[config.mk]
export PLATFORM = sky130hd
export DESIGN_NAME = ipdc_power_ctrl
export DESIGN_NICKNAME = d
export VERILOG_FILES = /design/src/ipdc_pkg.sv /design/src/ipdc_wake_if.sv /design/src/ipdc_wake_timer.sv /design/src/ipdc_power_ctrl.sv
export SDC_FILE = /design/constraint.sdc
export NUM_CORES = 1
export LEC_CHECK = 0
export BUFFER_PORTS_ARGS = -buffer_cell sky130_fd_sc_hd__buf_2
export CORE_MARGIN = 2
export CORE_UTILIZATION = 31
export DETAILED_ROUTE_END_ITERATION = 8
export SETUP_SLACK_MARGIN = 0.4
export SLEW_MARGIN = 20
export SYNTH_ARGS = -nofsm -noshare
export SYNTH_HDL_FRONTEND = slang
export SYNTH_SLANG_ARGS = --single-unit
[constraint.sdc]
create_clock -name clk_sys -period 4.7 [get_ports clk_sys]
set_input_delay 0 -clock clk_sys [delete_from_list [all_inputs] [get_ports clk_sys]]
set_output_delay 0 -clock clk_sys [all_outputs]
set_load 0.03 [all_outputs]
[src/ipdc_pkg.sv]
// Constants and types shared by the idle and power-down controller
package ipdc_pkg;

  // Power control register location and value after reset
  localparam logic [7:0] POWER_CONTROL_ADDR  = 8'h87;
  localparam logic [7:0] POWER_CONTROL_RESET = 8'h00;

  // Power control register bit positions
  localparam int BIT_IDLE_REQ  = 0;
  localparam int BIT_PD_REQ    = 1;
  localparam int BIT_GFLAG_A   = 2;
  localparam int BIT_GFLAG_B   = 3;
  localparam int BIT_POWER_OFF = 4;
  localparam int BIT_RESERVED  = 5;
  localparam int BIT_FRAME_SEL = 6;
  localparam int BIT_BAUD_DBL  = 7;

  // Keyboard wake delay in clocks
  localparam int WAKE_KBD_CYCLES = 1024;

  // Least reset hold that ends idle, in oscillator periods
  localparam int IDLE_RESET_OSC_PERIODS = 24;

  // Controller states
  typedef enum logic [2:0] {
    ST_RUN,
    ST_IDLE,
    ST_PD,
    ST_PD_EXT,
    ST_PD_KWAIT
  } ipdc_state_type;

endpackage

[src/ipdc_wake_if.sv]
// Handshake between the controller and the keyboard wake timer
`timescale 1ns/1ps
`default_nettype none
interface ipdc_wake_if;
  logic start;
  logic busy;
  logic done;

  modport ctrl  (output start, input busy, input done);
  modport timer (input start, output busy, output done);
endinterface
`default_nettype wire

[src/ipdc_wake_timer.sv]
// Keyboard wake delay timer, done in its last counted cycle
`timescale 1ns/1ps
`default_nettype none
module ipdc_wake_timer
  import ipdc_pkg::*;
#(
  parameter int CYCLES = WAKE_KBD_CYCLES
) (
  input  wire logic   clk_sys,
  input  wire logic   nrst,
  ipdc_wake_if.timer  wake
);
  localparam int CW = (CYCLES > 1) ? $clog2(CYCLES) : 1;
  localparam logic [CW-1:0] LOAD = CW'(CYCLES - 1);

  logic [CW-1:0] cnt;
  logic [CW-1:0] next_cnt;
  logic          busy;
  logic          next_busy;

  // Load on start, count down while busy
  always_comb begin
    next_cnt  = cnt;
    next_busy = busy;
    if (wake.start) begin
      next_cnt  = LOAD;
      next_busy = 1'b1;
    end else if (busy) begin
      if (cnt == '0) begin
        next_busy = 1'b0;
      end else begin
        next_cnt = cnt - CW'(1);
      end
    end
  end

  always_ff @(posedge clk_sys or negedge nrst) begin
    if (!nrst) begin
      cnt  <= '0;
      busy <= 1'b0;
    end else begin
      cnt  <= next_cnt;
      busy <= next_busy;
    end
  end

  // Done is combinational so the controller leaves in the same cycle
  assign wake.busy = busy;
  assign wake.done = busy && (cnt == '0);
endmodule
`default_nettype wire

[src/ipdc_power_ctrl.sv]
// Idle and power-down controller with its power control register
`timescale 1ns/1ps
`default_nettype none
module ipdc_power_ctrl
  import ipdc_pkg::*;
#(
  parameter int WAKE_CYCLES = WAKE_KBD_CYCLES
) (
  input  wire logic       clk_sys,
  input  wire logic       nrst,
  input  wire logic [7:0] sfr_addr,
  input  wire logic       sfr_wr,
  input  wire logic [7:0] sfr_wdata,
  output logic      [7:0] sfr_rdata,
  input  wire logic       instr_done,
  input  wire logic       irq_any,
  input  wire logic       ext_irq_zero_n,
  input  wire logic       ext_irq_one_n,
  input  wire logic       ext_irq_zero_en,
  input  wire logic       ext_irq_one_en,
  input  wire logic       kbd_irq,
  input  wire logic       usb_irq,
  input  wire logic       power_rise,
  input  wire logic       ext_program_mem,
  input  wire logic       ale_core,
  input  wire logic       program_fetch_strobe_core,
  input  wire logic [7:0] port0_latch,
  input  wire logic [7:0] port0_bus,
  input  wire logic [7:0] port0_bus_oe,
  input  wire logic [7:0] port2_latch,
  input  wire logic [7:0] port2_addr,
  output logic            cpu_clk_en,
  output logic            periph_clk_en,
  output logic            osc_run,
  output logic            ale,
  output logic            program_fetch_strobe,
  output logic      [7:0] port0_out,
  output logic      [7:0] port0_oe,
  output logic      [7:0] port2_out,
  output logic            baud_doubler,
  output logic            framing_error_select
);
  ipdc_wake_if wake ();

  ipdc_wake_timer #(
    .CYCLES (WAKE_CYCLES)
  ) u_wake (
    .clk_sys (clk_sys),
    .nrst    (nrst),
    .wake    (wake)
  );

  // External interrupt pins: three stages, change when last two agree
  logic [1:0] ext_s1;
  logic [1:0] ext_s2;
  logic [1:0] ext_s3;
  logic [1:0] ext_lvl;
  logic [1:0] next_ext_lvl;

  always_comb begin
    next_ext_lvl = ext_lvl;
    for (int i = 0; i < 2; i++) begin
      if (ext_s2[i] == ext_s3[i]) begin
        next_ext_lvl[i] = ext_s3[i];
      end
    end
  end

  always_ff @(posedge clk_sys or negedge nrst) begin
    if (!nrst) begin
      ext_s1  <= 2'h3;
      ext_s2  <= 2'h3;
      ext_s3  <= 2'h3;
      ext_lvl <= 2'h3;
    end else begin
      ext_s1  <= {ext_irq_one_n, ext_irq_zero_n};
      ext_s2  <= ext_s1;
      ext_s3  <= ext_s2;
      ext_lvl <= next_ext_lvl;
    end
  end

  // Main state and register bits
  ipdc_state_type state;
  ipdc_state_type next_state;
  logic [7:0]     power_control;
  logic [7:0]     next_power_control;
  logic [1:0]     low_seen;
  logic [1:0]     next_low_seen;
  logic [1:0]     ext_en;
  logic [1:0]     ext_low;
  logic           wr_hit;

  assign ext_en  = {ext_irq_one_en, ext_irq_zero_en};
  assign ext_low = ext_en & ~ext_lvl;
  assign wr_hit  = sfr_wr && (sfr_addr == POWER_CONTROL_ADDR);

  always_comb begin
    next_state    = state;
    next_power_control     = power_control;
    next_low_seen = low_seen;
    wake.start    = 1'b0;
    // Software write; flags have no effect on hardware
    if (wr_hit) begin
      next_power_control = sfr_wdata;
    end
    next_power_control[BIT_RESERVED] = 1'b0;
    if (power_rise) begin
      next_power_control[BIT_POWER_OFF] = 1'b1;
    end
    unique case (state)
      ST_RUN: begin
        // Power-down wins when both bits are set
        if (instr_done && power_control[BIT_PD_REQ]) begin
          next_state = ST_PD;
        end else if (instr_done && power_control[BIT_IDLE_REQ]) begin
          next_state = ST_IDLE;
        end
      end
      ST_IDLE: begin
        if (irq_any) begin
          next_state = ST_RUN;
          // A fresh software set in the same cycle still wins
          if (!(wr_hit && sfr_wdata[BIT_IDLE_REQ])) begin
            next_power_control[BIT_IDLE_REQ] = 1'b0;
          end
        end
      end
      ST_PD: begin
        // Only the four enabled wake sources; reset acts through nrst
        if (ext_low != 2'h0) begin
          next_state    = ST_PD_EXT;
          next_low_seen = ext_low;
        end else if (kbd_irq) begin
          next_state = ST_PD_KWAIT;
          wake.start = 1'b1;
        end else if (usb_irq) begin
          next_state = ST_RUN;
        end
      end
      ST_PD_EXT: begin
        next_low_seen = low_seen | ext_low;
        // First released input completes the exit
        if ((low_seen & ext_lvl & ext_en) != 2'h0) begin
          next_state = ST_RUN;
        end
      end
      ST_PD_KWAIT: begin
        if (wake.done) begin
          next_state = ST_RUN;
        end
      end
    endcase
    // Both request bits drop when a power-down exit hands back to the CPU
    if (state inside {ST_PD, ST_PD_EXT, ST_PD_KWAIT} && next_state == ST_RUN) begin
      next_power_control[BIT_PD_REQ]   = 1'b0;
      next_power_control[BIT_IDLE_REQ] = 1'b0;
      next_low_seen           = 2'h0;
    end
  end

  // Reset clears every bit; interrupt exits clear only the request bits
  always_ff @(posedge clk_sys or negedge nrst) begin
    if (!nrst) begin
      state    <= ST_RUN;
      power_control     <= POWER_CONTROL_RESET;
      low_seen <= 2'h0;
    end else begin
      state    <= next_state;
      power_control     <= next_power_control;
      low_seen <= next_low_seen;
    end
  end

  // Registered outputs, computed from the next state
  logic       next_cpu_clk_en;
  logic       next_periph_clk_en;
  logic       next_osc_run;
  logic       next_ale;
  logic       next_fetch;
  logic [7:0] next_p0_out;
  logic [7:0] next_p0_oe;
  logic [7:0] next_p2_out;
  logic [7:0] next_rdata;
  logic       low_power;

  always_comb begin
    low_power = (next_state != ST_RUN);
    // CPU stops without losing state; the rest stays clocked in idle
    next_cpu_clk_en    = !low_power;
    next_periph_clk_en = next_state inside {ST_RUN, ST_IDLE};
    next_osc_run       = (next_state != ST_PD);
    next_ale           = ale_core;
    next_fetch         = program_fetch_strobe_core;
    if (next_state == ST_IDLE) begin
      next_ale   = 1'b1;
      next_fetch = 1'b1;
    end else if (low_power) begin
      next_ale   = 1'b0;
      next_fetch = 1'b0;
    end
    // Port zero: open drain from the latch unless it carries the bus
    next_p0_out = 8'h00;
    next_p0_oe  = ~port0_latch;
    if (ext_program_mem) begin
      next_p0_out = low_power ? 8'h00 : port0_bus;
      next_p0_oe  = low_power ? 8'h00 : port0_bus_oe;
    end
    // Address stays out only in idle; power-down shows latched data
    next_p2_out = port2_latch;
    if (ext_program_mem && next_state inside {ST_RUN, ST_IDLE}) begin
      next_p2_out = port2_addr;
    end
    next_rdata = (sfr_addr == POWER_CONTROL_ADDR) ? power_control : 8'h00;
  end

  always_ff @(posedge clk_sys or negedge nrst) begin
    if (!nrst) begin
      cpu_clk_en           <= 1'b1;
      periph_clk_en        <= 1'b1;
      osc_run              <= 1'b1;
      ale                  <= 1'b1;
      program_fetch_strobe <= 1'b1;
      port0_out            <= 8'h00;
      port0_oe             <= 8'h00;
      port2_out            <= 8'h00;
      sfr_rdata            <= 8'h00;
      baud_doubler         <= 1'b0;
      framing_error_select <= 1'b0;
    end else begin
      cpu_clk_en           <= next_cpu_clk_en;
      periph_clk_en        <= next_periph_clk_en;
      osc_run              <= next_osc_run;
      ale                  <= next_ale;
      program_fetch_strobe <= next_fetch;
      port0_out            <= next_p0_out;
      port0_oe             <= next_p0_oe;
      port2_out            <= next_p2_out;
      sfr_rdata            <= next_rdata;
      baud_doubler         <= next_power_control[BIT_BAUD_DBL];
      framing_error_select <= next_power_control[BIT_FRAME_SEL];
    end
  end

  // Helper: cycles spent in the keyboard wait
  logic [15:0] kw_cnt;
  always_ff @(posedge clk_sys or negedge nrst) begin
    if (!nrst) begin
      kw_cnt <= 16'h0000;
    end else begin
      kw_cnt <= (state == ST_PD_KWAIT) ? kw_cnt + 16'h0001 : 16'h0000;
    end
  end
endmodule
`default_nettype wire

* Yosys cells after proc, flatten, opt, wreduce, memory -nomap -nowiden
Index checks and enable logic that the tools add are counted.
** Storage, ports and cells
- Output and inout port bits :: 39
- Input port bits :: 71
- Logic and storage cells :: 101
- Register bits :: 70
** Cells by class
- Add/sub/neg operators :: 1
- Bitwise operators :: 6
- Mux-type cells :: 37
- Equality and inequality tests :: 11
- Reductions and logical operators :: 22
** Operators with widths (number)
- two-way mux 8 bit :: 7
- two-way mux 10 bit :: 3
- two-way mux 3 bit :: 8
- case mux 3 bit (5 select lines) :: 1
- two-way mux 1 bit :: 14
- nonzero test 2 bit :: 6
- logical NOT 10 bit :: 1
- subtractor 10 x 1 -> 10 bit (second input constant) :: 1
- nonzero test 3 bit :: 3
- equality test 8 bit (second input constant) :: 1
- inverter 8 bit :: 1
- logical AND 1 bit :: 7
- AND 2 bit :: 3
- equality test 3 x 1 -> 1 bit (second input constant) :: 2
- equality test 3 x 2 -> 1 bit (second input constant) :: 2
- logical NOT 3 bit :: 2
- two-way mux 2 bit :: 3
- != test 3 x 2 -> 1 bit (second input constant) :: 2
- case mux 2 bit (2 select lines) :: 1
- AND reduction 2 bit :: 2
- equality test 3 bit (second input constant) :: 1
- equality test 1 bit :: 2
- != test 2 x 1 -> 1 bit (second input constant) :: 1
- inverter 2 bit :: 1
- 2 further kinds :: 2

* Logic depth before layout (Yosys ltp)
Gate-level depths: netlist of the first run.
- Depth after elaboration :: 9
- Depth in mapped cells :: 9
- Mapped depth without buffers :: 7

* By module
Synthesis of the first run repeated with hierarchy kept, for this count alone.
** Unflattened totals
- Cells, all modules :: 227
- Area total of the unflattened synthesis :: 2830.2 µm²
** By module, submodules not included
- ipdc_power_ctrl :: instances 1, cells an instance 166, area an instance 2234.6 µm², sequential area each 1417.6 µm²
- ipdc_wake_timer :: instances 1, cells an instance 61, area an instance 595.6 µm², sequential area each 275.3 µm²

* Worst setup path after synthesis of the first run
OpenSTA, ideal clock, no wires.
- Path type :: flip-flop to flip-flop
- From :: reg u_wake.cnt[0]
- To :: reg port2_out[3]
- Data arrival time :: 2.168 ns
- Path buffers :: 2
- Period minus slack after synthesis :: 2.293 ns
- Cell stages (with the launch flop) :: 10
- Data required time :: 4.575 ns
- Slack :: 2.407 ns
- Library setup time :: 0.125 ns
- Cell sequence :: dfrtp_1 inv_1 ha_1 or3b_2 nor4_4 o22ai_2 a211o_1 buf_6 buf_8 mux2_4
** On the way
- Cells in the longest elaborated chain, start to end :: 8
- Elaborated cells between the ends (all ways) :: 9
- Those cells by class :: eq/ne (1); mux (3); reduce/logical (5)
** RTL lines
- from (decl) :: RTL line ipdc_wake_timer.sv:16 : logic [CW-1:0] cnt;
- from (signal assigned) :: RTL line ipdc_wake_timer.sv:42 : cnt <= next_cnt;
- logical NOT 10 bit * :: RTL line ipdc_wake_timer.sv:49 : assign wake.done = busy && (cnt == '0);
- logical AND 1 bit * :: RTL line ipdc_wake_timer.sv:49
- two-way mux 3 bit * :: RTL line ipdc_power_ctrl.sv:149 : if (wake.done) begin
- case mux 3 bit (5 select lines) * :: RTL line ipdc_power_ctrl.sv:111 : unique case (state)
- net next_state[2] :: RTL line ipdc_power_ctrl.sv:85 : ipdc_state_type next_state;
- equality test 3 x 1 -> 1 bit or logical NOT 3 bit (tied branches) :: RTL line ipdc_power_ctrl.sv:211 : if (ext_program_mem && next_state inside {ST_RUN, ST_IDLE}) begin
- nonzero test 2 bit * :: RTL line ipdc_power_ctrl.sv:211
- logical AND 1 bit * :: RTL line ipdc_power_ctrl.sv:211
- two-way mux 8 bit * :: RTL line ipdc_power_ctrl.sv:211
- net next_p2_out[3] :: RTL line ipdc_power_ctrl.sv:183 : logic [7:0] next_p2_out;
- to (signal assigned) :: RTL line ipdc_power_ctrl.sv:238 : port2_out <= next_p2_out;
- to (decl) :: RTL line ipdc_power_ctrl.sv:39 : output logic [7:0] port2_out,
Mark *: on every way through the listed nets, which the timed path passes. The rest lies on a longest branch.
A chain may end at the register's enable or synchronous reset.

* Final worst setup path of the first run
- From :: reg u_wake.cnt[0]
- To :: reg port2_out[6]
The elaborated chain is that of the path after synthesis.

==> reports/qor.txt, run 1 <==
average wire per standard cell -> 13.1 um
Synth area leader -> dfrtp_1
final worst setup slack -> 1.46 ns
Routed Antenna Nets -> 0
max_cap viols -> 0
Tot GR Track Use -> 0.144
Hold Slack -> 0.121 ns
M2 GR Usage -> 0.242
total power -> 1.98 mW
Worst-path clk slew -> 0.07 ns
Layout Utilization -> 0.470
Ys Warns -> 0
worst setup path startpoint -> u_wake.cnt[0]
final period utilization -> 0.688
CTS-repair resized insts -> 0
syn_nets -> 309
Num CTS Buffers -> 9
Fmax achieved -> 309 MHz
Synth area leaders -> dfrtp_1 (48%), dfstp_2 (12%), mux2_2 (3.2%)
Core Rows -> 34
top_reg_cell synth -> dfrtp_1
crit path kind -> flip-flop to flip-flop
r2r endpoint -> port2_out[6]
first-pass GRT wire length -> 11300 um
fin cells -> 512
Fill cells -> 843
RePlAce Congestion -> 0.822
vias in the first global route -> 2455
Setup crit end -> port2_out[6]
clk buf depth -> 2
final slew viol count -> 0
IO Count -> 110
Worst Setup Start Kind -> flip-flop
vias per cell -> 4.60
placed cell area -> 0.00342 sq mm
dpl cells -> 441
Area Growth Syn to Fin -> 47.2%
RR Startpoint -> u_wake.cnt[0]
die area -> 0.00981 sq mm
Multi-input gate area -> 947 sq um
chip width -> 99.1 um
synthesized area per cell -> 11.9 sq um
Worst-Margin Slew -> 0.948 ns
top-count cell post-synth -> dfrtp_1
Peak supply drop -> 276 uV
Mapped Area -> 0.00280 sq mm
Commonest cells post-synth -> dfrtp_1 (54), inv_1 (22), nand2_1 (15)
initial antenna violation count -> 0
CTS tree -> done
pin count of the biggest net entering global routing -> 68
# diodes -> 0
Die Ht -> 99.1 um
Async SR Flop Fraction -> 1.00
Core Region -> 0.00876 sq mm
Hold Crit Class -> input port to flip-flop
pre-CTS WS -> 2.02 ns
outcome -> completed
M1 GR Usage -> 0.170
Worst R2R Path Depth -> 8
# DRC -> 0
Reg area -> 0.00169 sq mm
Routed WL -> 6690 um
layout cells sized above 1 -> 0.374
Post-synth EDFFs -> 0
Vias -> 2356
crit path time final -> 3.24 ns
number of library cell types mapped by synthesis -> 48
busiest grt layer -> met2
port bufs -> 107
starting density of the core -> 0.320
CP required -> 4.91 ns
top cell type's share of synthesized area -> 0.482
Post-DP HPWL -> 4230 um
leakage power -> 1.99 nW
unrepaired setup endpoints after global routing -> no
final net count -> 472
H-tree depth -> 3
clock skew -> 0.0101 ns
final instance area -> 0.00412 sq mm
crit path capture type -> flip-flop
initial drt markers -> 86
grt total ovfl -> 0
final hold violations -> 0
Power Density -> 479 mW/mm^2
Crit Path Max Fanout -> 24
Slew HR -> 0.368
drt first pass iters -> 4
worst skew pair latency -> 0.33 ns
clock sink count -> 67
setup violators final -> 0
Worst R2R Setup Slack -> 1.46 ns
Seq/Total Area, Yosys -> 0.604
met3 Use GR -> 0.0546
flops & latches, synth -> 67
Arrival @ worst endpoint -> 3.45 ns
setup TNS -> 0 ns
Mapped Cells -> 236
Root Driver -> clkbuf_8
==> placed cells by master, fill, tap and decap left out, drive strengths merged, types with 3 or more instances in the layout <==
cell,Yosys,layout
a21oi,5,5
buf,7,110
o211ai,4,4
o21ai,4,4
nand2b,4,4
nor2,9,9
dlygate4sd3,0,55
xnor2,7,7
and2,9,9
nor3,11,11
o32ai,8,8
dfrtp,54,54
mux2,12,12
a211o,3,3
nand2,15,15
inv,22,22
nand3,6,6
clkbuf,6,13
nor4,4,4
nor2b,3,3
nand4,3,3
dfstp,13,13
==> report_power, final <==
group | internal, mW | switching, mW | total [mW]
sequential | 0.718 | 0.0905 | 0.809
combinational | 0.314 | 0.457 | 0.772
clock | 0.191 | 0.205 | 0.395
total | 1.22 | 0.753 | 1.98
==> registers in the layout (all words and copies together) (netlist names) <==
register              count
ext_s1                    2
program_fetch_strobe      1
port0_oe                  8
u_wake.cnt               10
osc_run                   1
ale                       1
ext_s2                    2
state                     3
sfr_rdata                 7
cpu_clk_en                1
low_seen                  2
port2_out                 8
ext_lvl                   2
periph_clk_en             1
ext_s3                    2
port0_out                 8
power_control             7
u_wake.wake.busy          1
==> final cells by class <==
cell class	instances	area share
Sequential cell	67	0.411
Tap cell	108	0.0328
Timing Repair Buffer	165	0.269
Multi-Input combinational cell	134	0.230
Clock buffer	13	0.0337
Clock inverter	3	0.00425
Inverter	22	0.0200
==> routing by layer <==
layer | wire, um | vias to the layer above
met4 | 144 | 0
met3 | 420 | 16
li1 | - | 1142
met2 | 3400 | 70
met5 | 0 | -
met1 | 2730 | 1128
==> worst min path at each step <==
stage | from | to | slack [ns] | cells past startpoint
2_1_floorplan | nrst | low_seen[0] | -0.30 | 0
4_1_cts | sfr_addr[4] | sfr_rdata[3] | 0.11 | 4
5_1_grt | sfr_addr[5] | sfr_rdata[3] | 0.12 | 4
6_report | ext_irq_one_en | low_seen[1] | 0.12 | 4
3_5_place_dp | ext_irq_zero_n | ext_s1[0] | 0.11 | 1
3_3_place_gp | ext_irq_one_n | ext_s1[1] | 0.11 | 1
==> what timing repair did <==
action | in CTS | in global routing
hold buffers | 55 | 0
endpoints found under the setup margin | 0 | 0
buffers inserted | 0 | 0
hold endpoints to repair | 89 | 0
==> worst max-delay path: stages (launching register included) <==
cell	delay, ns
dfrtp_1	0.40
inv_1	0.12
ha_1	0.16
or3b_2	0.50
nor4_4	0.17
o22ai_2	0.15
a211o_1	0.61
mux2_4	0.44
dlygate4sd3_1	0.56
==> logic make-up after synthesis <==
kind of cell             after synthesis  share of synthesized area
other                                  1                    0.00134
XOR/XNOR                               8                     0.0250
multiplexers                          12                     0.0536
flip-flops                            67                      0.604
buffers and inverters                 35                     0.0581
AO/OA/AOI/OAI                         37                      0.101
adder cells (fa/ha/maj)                4                     0.0161
AND/OR/NAND/NOR                       72                      0.141
Power figures use the tool's default switching activity.
==> inputs of run 2 (changes only) <==
--- a/config.mk
+++ b/config.mk
@@ -5,6 +5,7 @@
 export SDC_FILE = /design/constraint.sdc
 export NUM_CORES = 1
 export LEC_CHECK = 0
+export ABC_AREA = 1
 export BUFFER_PORTS_ARGS = -buffer_cell sky130_fd_sc_hd__buf_2
 export CORE_MARGIN = 2
 export CORE_UTILIZATION = 31
==> constraint.sdc (replaced) <==
create_clock -name clk_sys -period 2.64 [get_ports clk_sys]
set_input_delay 0 -clock clk_sys [delete_from_list [all_inputs] [get_ports clk_sys]]
set_output_delay 0 -clock clk_sys [all_outputs]
set_load 0.03 [all_outputs]
==> reports/qor.txt, run 2 <==
outcome -> completed
Post-synth EDFFs -> 0 (unchanged)
Fmax achieved -> 479 MHz (+55%)
Post-DP HPWL -> 4840 um (+14%)
starting density of the core -> 0.321 (+0.00121)
# diodes -> 0 (unchanged)
slowest stage cell on the critical path -> dlygate4sd3_1
Worst-path clk slew -> 0.07 ns (about the same)
CTS tree -> done
synthesized area per cell -> 9.22 sq um (-22%)
Async SR Flop Fraction -> 1.00 (unchanged)
fin cells -> 624 (+22%)
vias per cell -> 4.29 (-6.9%)
Vias -> 2674 (+13%)
Mapped Cells -> 323 (+37%)
port bufs -> 107 (unchanged)
final instance area -> 0.00444 sq mm (+7.7%)
final hold violations -> 0 (unchanged)
Root Driver -> clkbuf_8
Peak supply drop -> 391 uV (+41%)
pin count of the biggest net entering global routing -> 68 (unchanged)
grt total ovfl -> 0 (unchanged)
Ys Warns -> 0 (unchanged)
drt first pass iters -> 4 (unchanged)
commonest non-fill, non-tap cell in the layout -> buf_2
RePlAce Congestion -> 0.805 (-2.1%)
Hold Crit Class -> input port to flip-flop
Commonest cells post-synth -> nand2_1 (65), dfrtp_1 (54), inv_1 (41)
Core Region -> 0.00928 sq mm (+5.9%)
chip width -> 102 um (+3.0%)
IO Count -> 110 (unchanged)
setup TNS -> 0 ns (unchanged)
setup violators final -> 0 (unchanged)
clock sink count -> 67 (unchanged)
top-count cell post-synth -> nand2_1
crit path capture type -> flip-flop
Area Growth Syn to Fin -> 49.1%
RR Startpoint -> state[2]
Num CTS Buffers -> 9 (unchanged)
average wire per standard cell -> 11.8 um (-9.4%)
vias in the first global route -> 2718 (+11%)
crit path time final -> 2.09 ns (-1.15 ns)
clk buf depth -> 2 (unchanged)
flops & latches, synth -> 67 (unchanged)
clock skew -> 0.00971 ns (-0.000367 ns)
Mapped Area -> 0.00298 sq mm (+6.3%)
commonest non-fill, non-tap cells in the layout -> buf_2 (106), nand2_1 (62), dfrtp_1 (54), dlygate4sd3_1 (53), inv_1 (41)
Fill cells -> 919 (+9.0%)
Largest Register -> u_wake.cnt
Synth area leaders -> dfrtp_1 (45%), dfstp_2 (11%), nand2_1 (8.2%)
H-tree depth -> 3 (unchanged)
Worst path max stage delay -> 0.55 ns (-0.06 ns)
# DRC -> 0 (unchanged)
unrepaired setup endpoints after global routing -> no
max reg flops -> 10 (unchanged)
Routed WL -> 7390 um (+10%)
worst setup path startpoint -> state[2]
Die Ht -> 102 um (+3.0%)
Worst path most repeated cell -> nor2_4
final period utilization -> 0.790 (+0.102)
Worst-Margin Slew -> 0.839 ns (-0.109 ns)
CP required -> 2.86 ns (-2.05 ns)
Seq/Total Area, Yosys -> 0.568 (-0.0360)
final slew viol count -> 0 (unchanged)
worst skew pair latency -> 0.34 ns (about the same)
first-pass GRT wire length -> 11900 um (+4.8%)
Worst Setup Start Kind -> flip-flop
top cell type's share of synthesized area -> 0.454 (-0.0288)
Routed Antenna Nets -> 0 (unchanged)
Core Rows -> 35 (+2.9%)
Hold Crit Start -> ext_irq_zero_en
die area -> 0.0104 sq mm (+6.1%)
Synth area leader -> dfrtp_1
dpl cells -> 553 (+25%)
initial antenna violation count -> 0 (unchanged)
placed cell area -> 0.00364 sq mm (+6.7%)
Power Density -> 981 mW/mm^2 (+100%)
crit path kind -> flip-flop to flip-flop
Tot GR Track Use -> 0.145 (+0.000865)
CP cell instances -> inv_2 > nand2_4 > nor2_4 > nand2_2 > nor2_4 > inv_4 > nand3_4 > nor2_8 > nand3_1 > nand2_1 > dlygate4sd3_1
syn_nets -> 396 (+28%)
layout cells sized above 1 -> 0.368 (-0.00609)
top_reg_cell synth -> dfrtp_1
Arrival @ worst endpoint -> 2.31 ns (-1.14 ns)
max_cap viols -> 0 (unchanged)
number of library cell types mapped by synthesis -> 35 (-27%)
Slew HR -> 0.440 (+0.0725)
final net count -> 564 (+19%)
leakage power -> 2.34 nW (+17%)
Crit Path Max Fanout -> 8 (-67%)
initial drt markers -> 81 (-5.8%)
run 2: changes by cell type after synthesis, moves of 8 or more:
cell     delta
nor2_2     +13
nand2_2     +9
inv_1      +19
and2_1      -9
mux2_2      -8
o21ai_0    +14
o32ai_1     -8
nor3_1     -10
nand3_1    +12
nand2_1    +50
nor2_1     +18
nand4_1    +10
run 2: per-layer routing:
metal	track usage	up-vias	part of all wire	routed length, um
met5	0	-	0	0
met4	0.0431	0	0.016	118
met3	0.0424	12	0.045	333
met2	0.255	70	0.51	3770
met1	0.172	1239	0.43	3170
li1	-	1353	-	-
run 2: cell families (layout without fill, tap and decap cells):
family          Yosys count  count (layout)  synth area share
simple gates            160             160             0.271
fa+ha+maj                 4               4            0.0151
flops                    67              67             0.568
other cells               1               1           0.00126
compound gates           36              36            0.0685
buf+inv                  55             227            0.0756
run 2: final cells by class:
type,count,area (sq um),share of cell area
well taps,129,161,0.0363
flip-flops and latches,67,1690,0.381
repair buffers,164,1100,0.247
inverters,48,183,0.0411
multi-input cells,201,1090,0.245
clock buffers,11,141,0.0318
clock inverters,4,75.1,0.0169
run 2: worst max-delay path, delay by kind of cell (launching register included):
kind                   cells  cell delay (ns)
buffers and inverters      3             0.78
and+or+nand+nor            8             0.78
DFF                        1             0.42
run 2: what timing repair did:
item	in CTS	in global routing
hold buffers	53	0
buffers inserted	0	3
setup endpoints to repair	0	1
gates resized for setup	0	7
endpoints found under the hold margin	89	0
run 2: power by group:
| part | total, mW | internal (mW) | switching (mW) |
|---|---|---|---|
| sequential | 1.49 | 1.35 | 0.139 |
| combinational | 1.93 | 0.644 | 1.29 |
| clock | 0.933 | 0.553 | 0.380 |
run 2: through the flow:
stage               hold WS [ns]  setup WS (ns)  power, mW   util
floorplan                 -0.296           1.07       2.85      -
global placement           0.104          0.820       3.26  0.392
detailed placement         0.107          0.722       3.30  0.392
CTS                       0.0557          0.422       4.32  0.473
global route               0.104          0.396       4.69  0.478
finish                    0.0913          0.554       4.36  0.478
run 2: final timing paths:
check,endpoint,slack (ns),cells past startpoint
setup / recovery,port0_oe[7],0.55,11
setup reg to reg,port0_oe[7],0.55,11
min in group asynchronous,u_wake.cnt[6],0.30,2
max in group asynchronous,state[2],1.77,2
hold reg to reg,ext_s2[0],0.36,0
hold / removal,low_seen[0],0.09,5
==> inputs of run 3 (changes only) <==
--- a/config.mk
+++ b/config.mk
@@ -5,7 +5,7 @@
 export SDC_FILE = /design/constraint.sdc
 export NUM_CORES = 1
 export LEC_CHECK = 0
-export ABC_AREA = 1
+export ABC_AREA = 0
 export BUFFER_PORTS_ARGS = -buffer_cell sky130_fd_sc_hd__buf_2
 export CORE_MARGIN = 2
 export CORE_UTILIZATION = 31
==> constraint.sdc (replaced) <==
create_clock -name clk_sys -period 2.15 [get_ports clk_sys]
set_input_delay 0 -clock clk_sys [delete_from_list [all_inputs] [get_ports clk_sys]]
set_output_delay 0 -clock clk_sys [all_outputs]
set_load 0.03 [all_outputs]
==> reports/qor.txt, run 3 (synthesized netlist as in run 1, its figures left out) <==
outcome -> finished with violations
failing checks -> negative setup slack
Worst R2R Path Depth -> 6 (-5)
Arrival @ worst endpoint -> 2.41 ns (+0.10 ns)
Hold Crit Class -> input port to flip-flop
max reg flops -> 10 (unchanged)
average wire per standard cell -> 14.8 um (+25%)
hold path depth -> 4 (-1)
Slew HR -> 0.557 (+0.117)
vias per cell -> 4.73 (+10%)
Worst-path clk slew -> 0.08 ns (about the same)
part of the power in registers -> 0.330 (-0.012)
# DRC -> 0 (unchanged)
Peak supply drop -> 589 uV (+51%)
combinational power share -> 0.504 (+0.060)
RR Startpoint -> u_wake.cnt[6]
drt first pass iters -> 4 (unchanged)
placed cell area -> 0.00356 sq mm (-2.2%)
Hold Slack -> 0.129 ns (+0.0377 ns)
top sig layer -> met4
layout cells sized above 1 -> 0.498 (+0.130)
r2r endpoint -> port2_out[0]
DR WL met2 -> 3980 um (+5.5%)
unrepaired setup endpoints after global routing -> yes
Routed WL -> 8030 um (+8.7%)
Hold Crit Start -> sfr_addr[4]
final period utilization -> 1.01 (+0.224)
RePlAce Congestion -> 0.812 (+0.83%)
worst skew pair latency -> 0.34 ns (about the same)
Crit Path Max Fanout -> 8 (unchanged)
Tot GR Track Use -> 0.156 (+0.0114)
chip width -> 99.1 um (-2.9%)
die area -> 0.00981 sq mm (-5.7%)
CP cell instances -> or4_4 > nor4_4 > o22ai_2 > a211o_4 > clkbuf_16 > mux2_2
Worst R2R Setup Slack -> -0.03 ns (-0.58 ns)
Worst path max stage delay -> 0.55 ns (about the same)
Fill cells -> 738 (-20%)
routed length on met3 -> 562 um (+69%)
vias in the first global route -> 2595 (-4.5%)
Multi-input gate area -> 0.00125 sq mm (+15%)
port bufs -> 107 (unchanged)
Clk pwr share -> 0.167 (-0.047)
Largest Register -> u_wake.cnt
Routed Antenna Nets -> 0 (unchanged)
Root Driver -> clkbuf_8
setup violators final -> 9 (+9)
slowest stage cell on the critical path -> or4_4
CTS tree -> done
Area Growth Syn to Fin -> 70.2%
Core Rows -> 34 (-2.9%)
max_cap viols -> 0 (unchanged)
Metal-1 WL -> 3200 um (+1.0%)
crit path capture type -> flip-flop
leakage power -> 2.23 nW (-4.9%)
crit path time final -> 2.18 ns (+0.0943 ns)
final slew viol count -> 0 (unchanged)
crit path kind -> flip-flop to flip-flop
initial drt markers -> 146 (+80%)
Worst-Margin Slew -> 0.664 ns (-0.176 ns)
pin count of the biggest net entering global routing -> 39 (-43%)
grt total ovfl -> 0 (unchanged)
Post-DP HPWL -> 4480 um (-7.4%)
switching part of the total power -> 0.401 (-0.0142)
initial antenna violation count -> 0 (unchanged)
Power Density -> 1100 mW/mm^2 (+12%)
IO Count -> 110 (unchanged)
# diodes -> 0 (unchanged)
Die Ht -> 99.1 um (-2.9%)
H-tree depth -> 3 (unchanged)
clock sink count -> 67 (unchanged)
starting density of the core -> 0.320 (-0.00121)
Vias -> 2574 (-3.7%)
Num CTS Buffers -> 9 (unchanged)
final worst setup slack -> -0.0301 ns (-0.584 ns)
commonest non-fill, non-tap cells in the layout -> buf_2 (107), dlygate4sd3_1 (57), dfrtp_1 (54), buf_4 (23), inv_1 (20)
clock skew -> 0.0128 ns (+0.00313 ns)
Worst Setup Start Kind -> flip-flop
Reg area -> 0.00169 sq mm (unchanged)
worst min-delay path endpoint -> sfr_rdata[3]
Cell Int Power -> 3.15 mW (+24%)
final hold violations -> 0 (unchanged)
commonest non-fill, non-tap cell in the layout -> buf_2
Net Sw Power -> 2.11 mW (+17%)
final net count -> 504 (-11%)
Layout Utilization -> 0.544 (+0.0657)
final instance area -> 0.00477 sq mm (+7.4%)
first-pass GRT wire length -> 12000 um (+1.3%)
CP required -> 2.38 ns (-0.48 ns)
Core Region -> 0.00876 sq mm (-5.6%)
clk buf depth -> 2 (unchanged)
Fmax achieved -> 459 MHz (-4.3%)
run 3: changes by cell type in the layout (fill, tap and decap cells not counted), moves of 8 or more:
| cell | delta |
|---|---|
| nor2_1 | -21 |
| mux2_2 | +8 |
| nand2_1 | -47 |
| nand3_1 | -12 |
| nand2_2 | -10 |
| buf_4 | +18 |
| inv_1 | -21 |
| o21ai_0 | -14 |
| and2_1 | +9 |
| nand4_1 | -10 |
| nor2_2 | -10 |
run 3: layout make-up:
class                      count  area share
clock inverter                 5     0.00630
multi-input combinational    134       0.263
timing repair buffer         197       0.302
sequential                    67       0.355
clock buffer                  11      0.0276
tap                          108      0.0283
inverter                      22      0.0173
run 3: per-stage QoR:
step | instances | setup slack, ns | power (mW) | TNS, ns
6_report | 544 | -0.0301 | 5.26 | -0.164
3_5_place_dp | 457 | -0.0237 | 3.52 | -0.124
5_1_grt | 544 | -0.0750 | 5.56 | -0.850
3_3_place_gp | 457 | 0.00855 | 3.49 | 0
4_1_cts | 535 | 0.0124 | 4.70 | 0
2_1_floorplan | 236 | -0.123 | 2.92 | -0.767
run 3: layer usage:
layer,global-route usage,vias to the layer above
met1,0.193,1238
li1,-,1204
met5,0,-
met3,0.0560,29
met4,0.0717,0
met2,0.246,103
run 3: worst max-delay path: cells and delay by family, from the launching register on:
family                 cells  cell delay [ns]
AND/OR/NAND/NOR            2             0.79
AO/OA/AOI/OAI              2             0.45
buffers and inverters      1             0.19
flip-flops                 1             0.38
multiplexers               1             0.26
run 3: what timing repair did:
item / CTS / global route
hold buffers: 57 / 0
gates resized for setup: 13 / 46
buffers inserted: 5 / 7
cloned: 0 / 2
setup endpoints to repair: 43 / 45
hold endpoints to repair: 54 / 0
pin swaps: 3 / 6
run 3: power by group through the flow:
| stage | logic [mW] | clock network, mW | registers [mW] |
|---|---|---|---|
| detailed placement | 1.78 | 0 | 1.74 |
| finish | 2.65 | 0.876 | 1.73 |
| global route | 2.82 | 0.968 | 1.77 |
| global placement | 1.75 | 0 | 1.74 |
| floorplan | 0.892 | 0 | 2.03 |
| CTS | 2.07 | 0.904 | 1.73 |
run 3: worst max path at each step:
stage	startpoint	endpoint	slack, ns	cells after the start
final	u_wake.cnt[6]	port2_out[0]	-0.03	6
after global routing	u_wake.cnt[6]	port2_out[3]	-0.07	6
after CTS	u_wake.cnt[7]	port2_out[3]	0.01	6
after detailed placement	u_wake.cnt[7]	port0_out[3]	-0.02	7
after global placement	u_wake.cnt[7]	port2_out[5]	0.009	6
after floorplan	u_wake.cnt[7]	port2_out[3]	-0.12	8
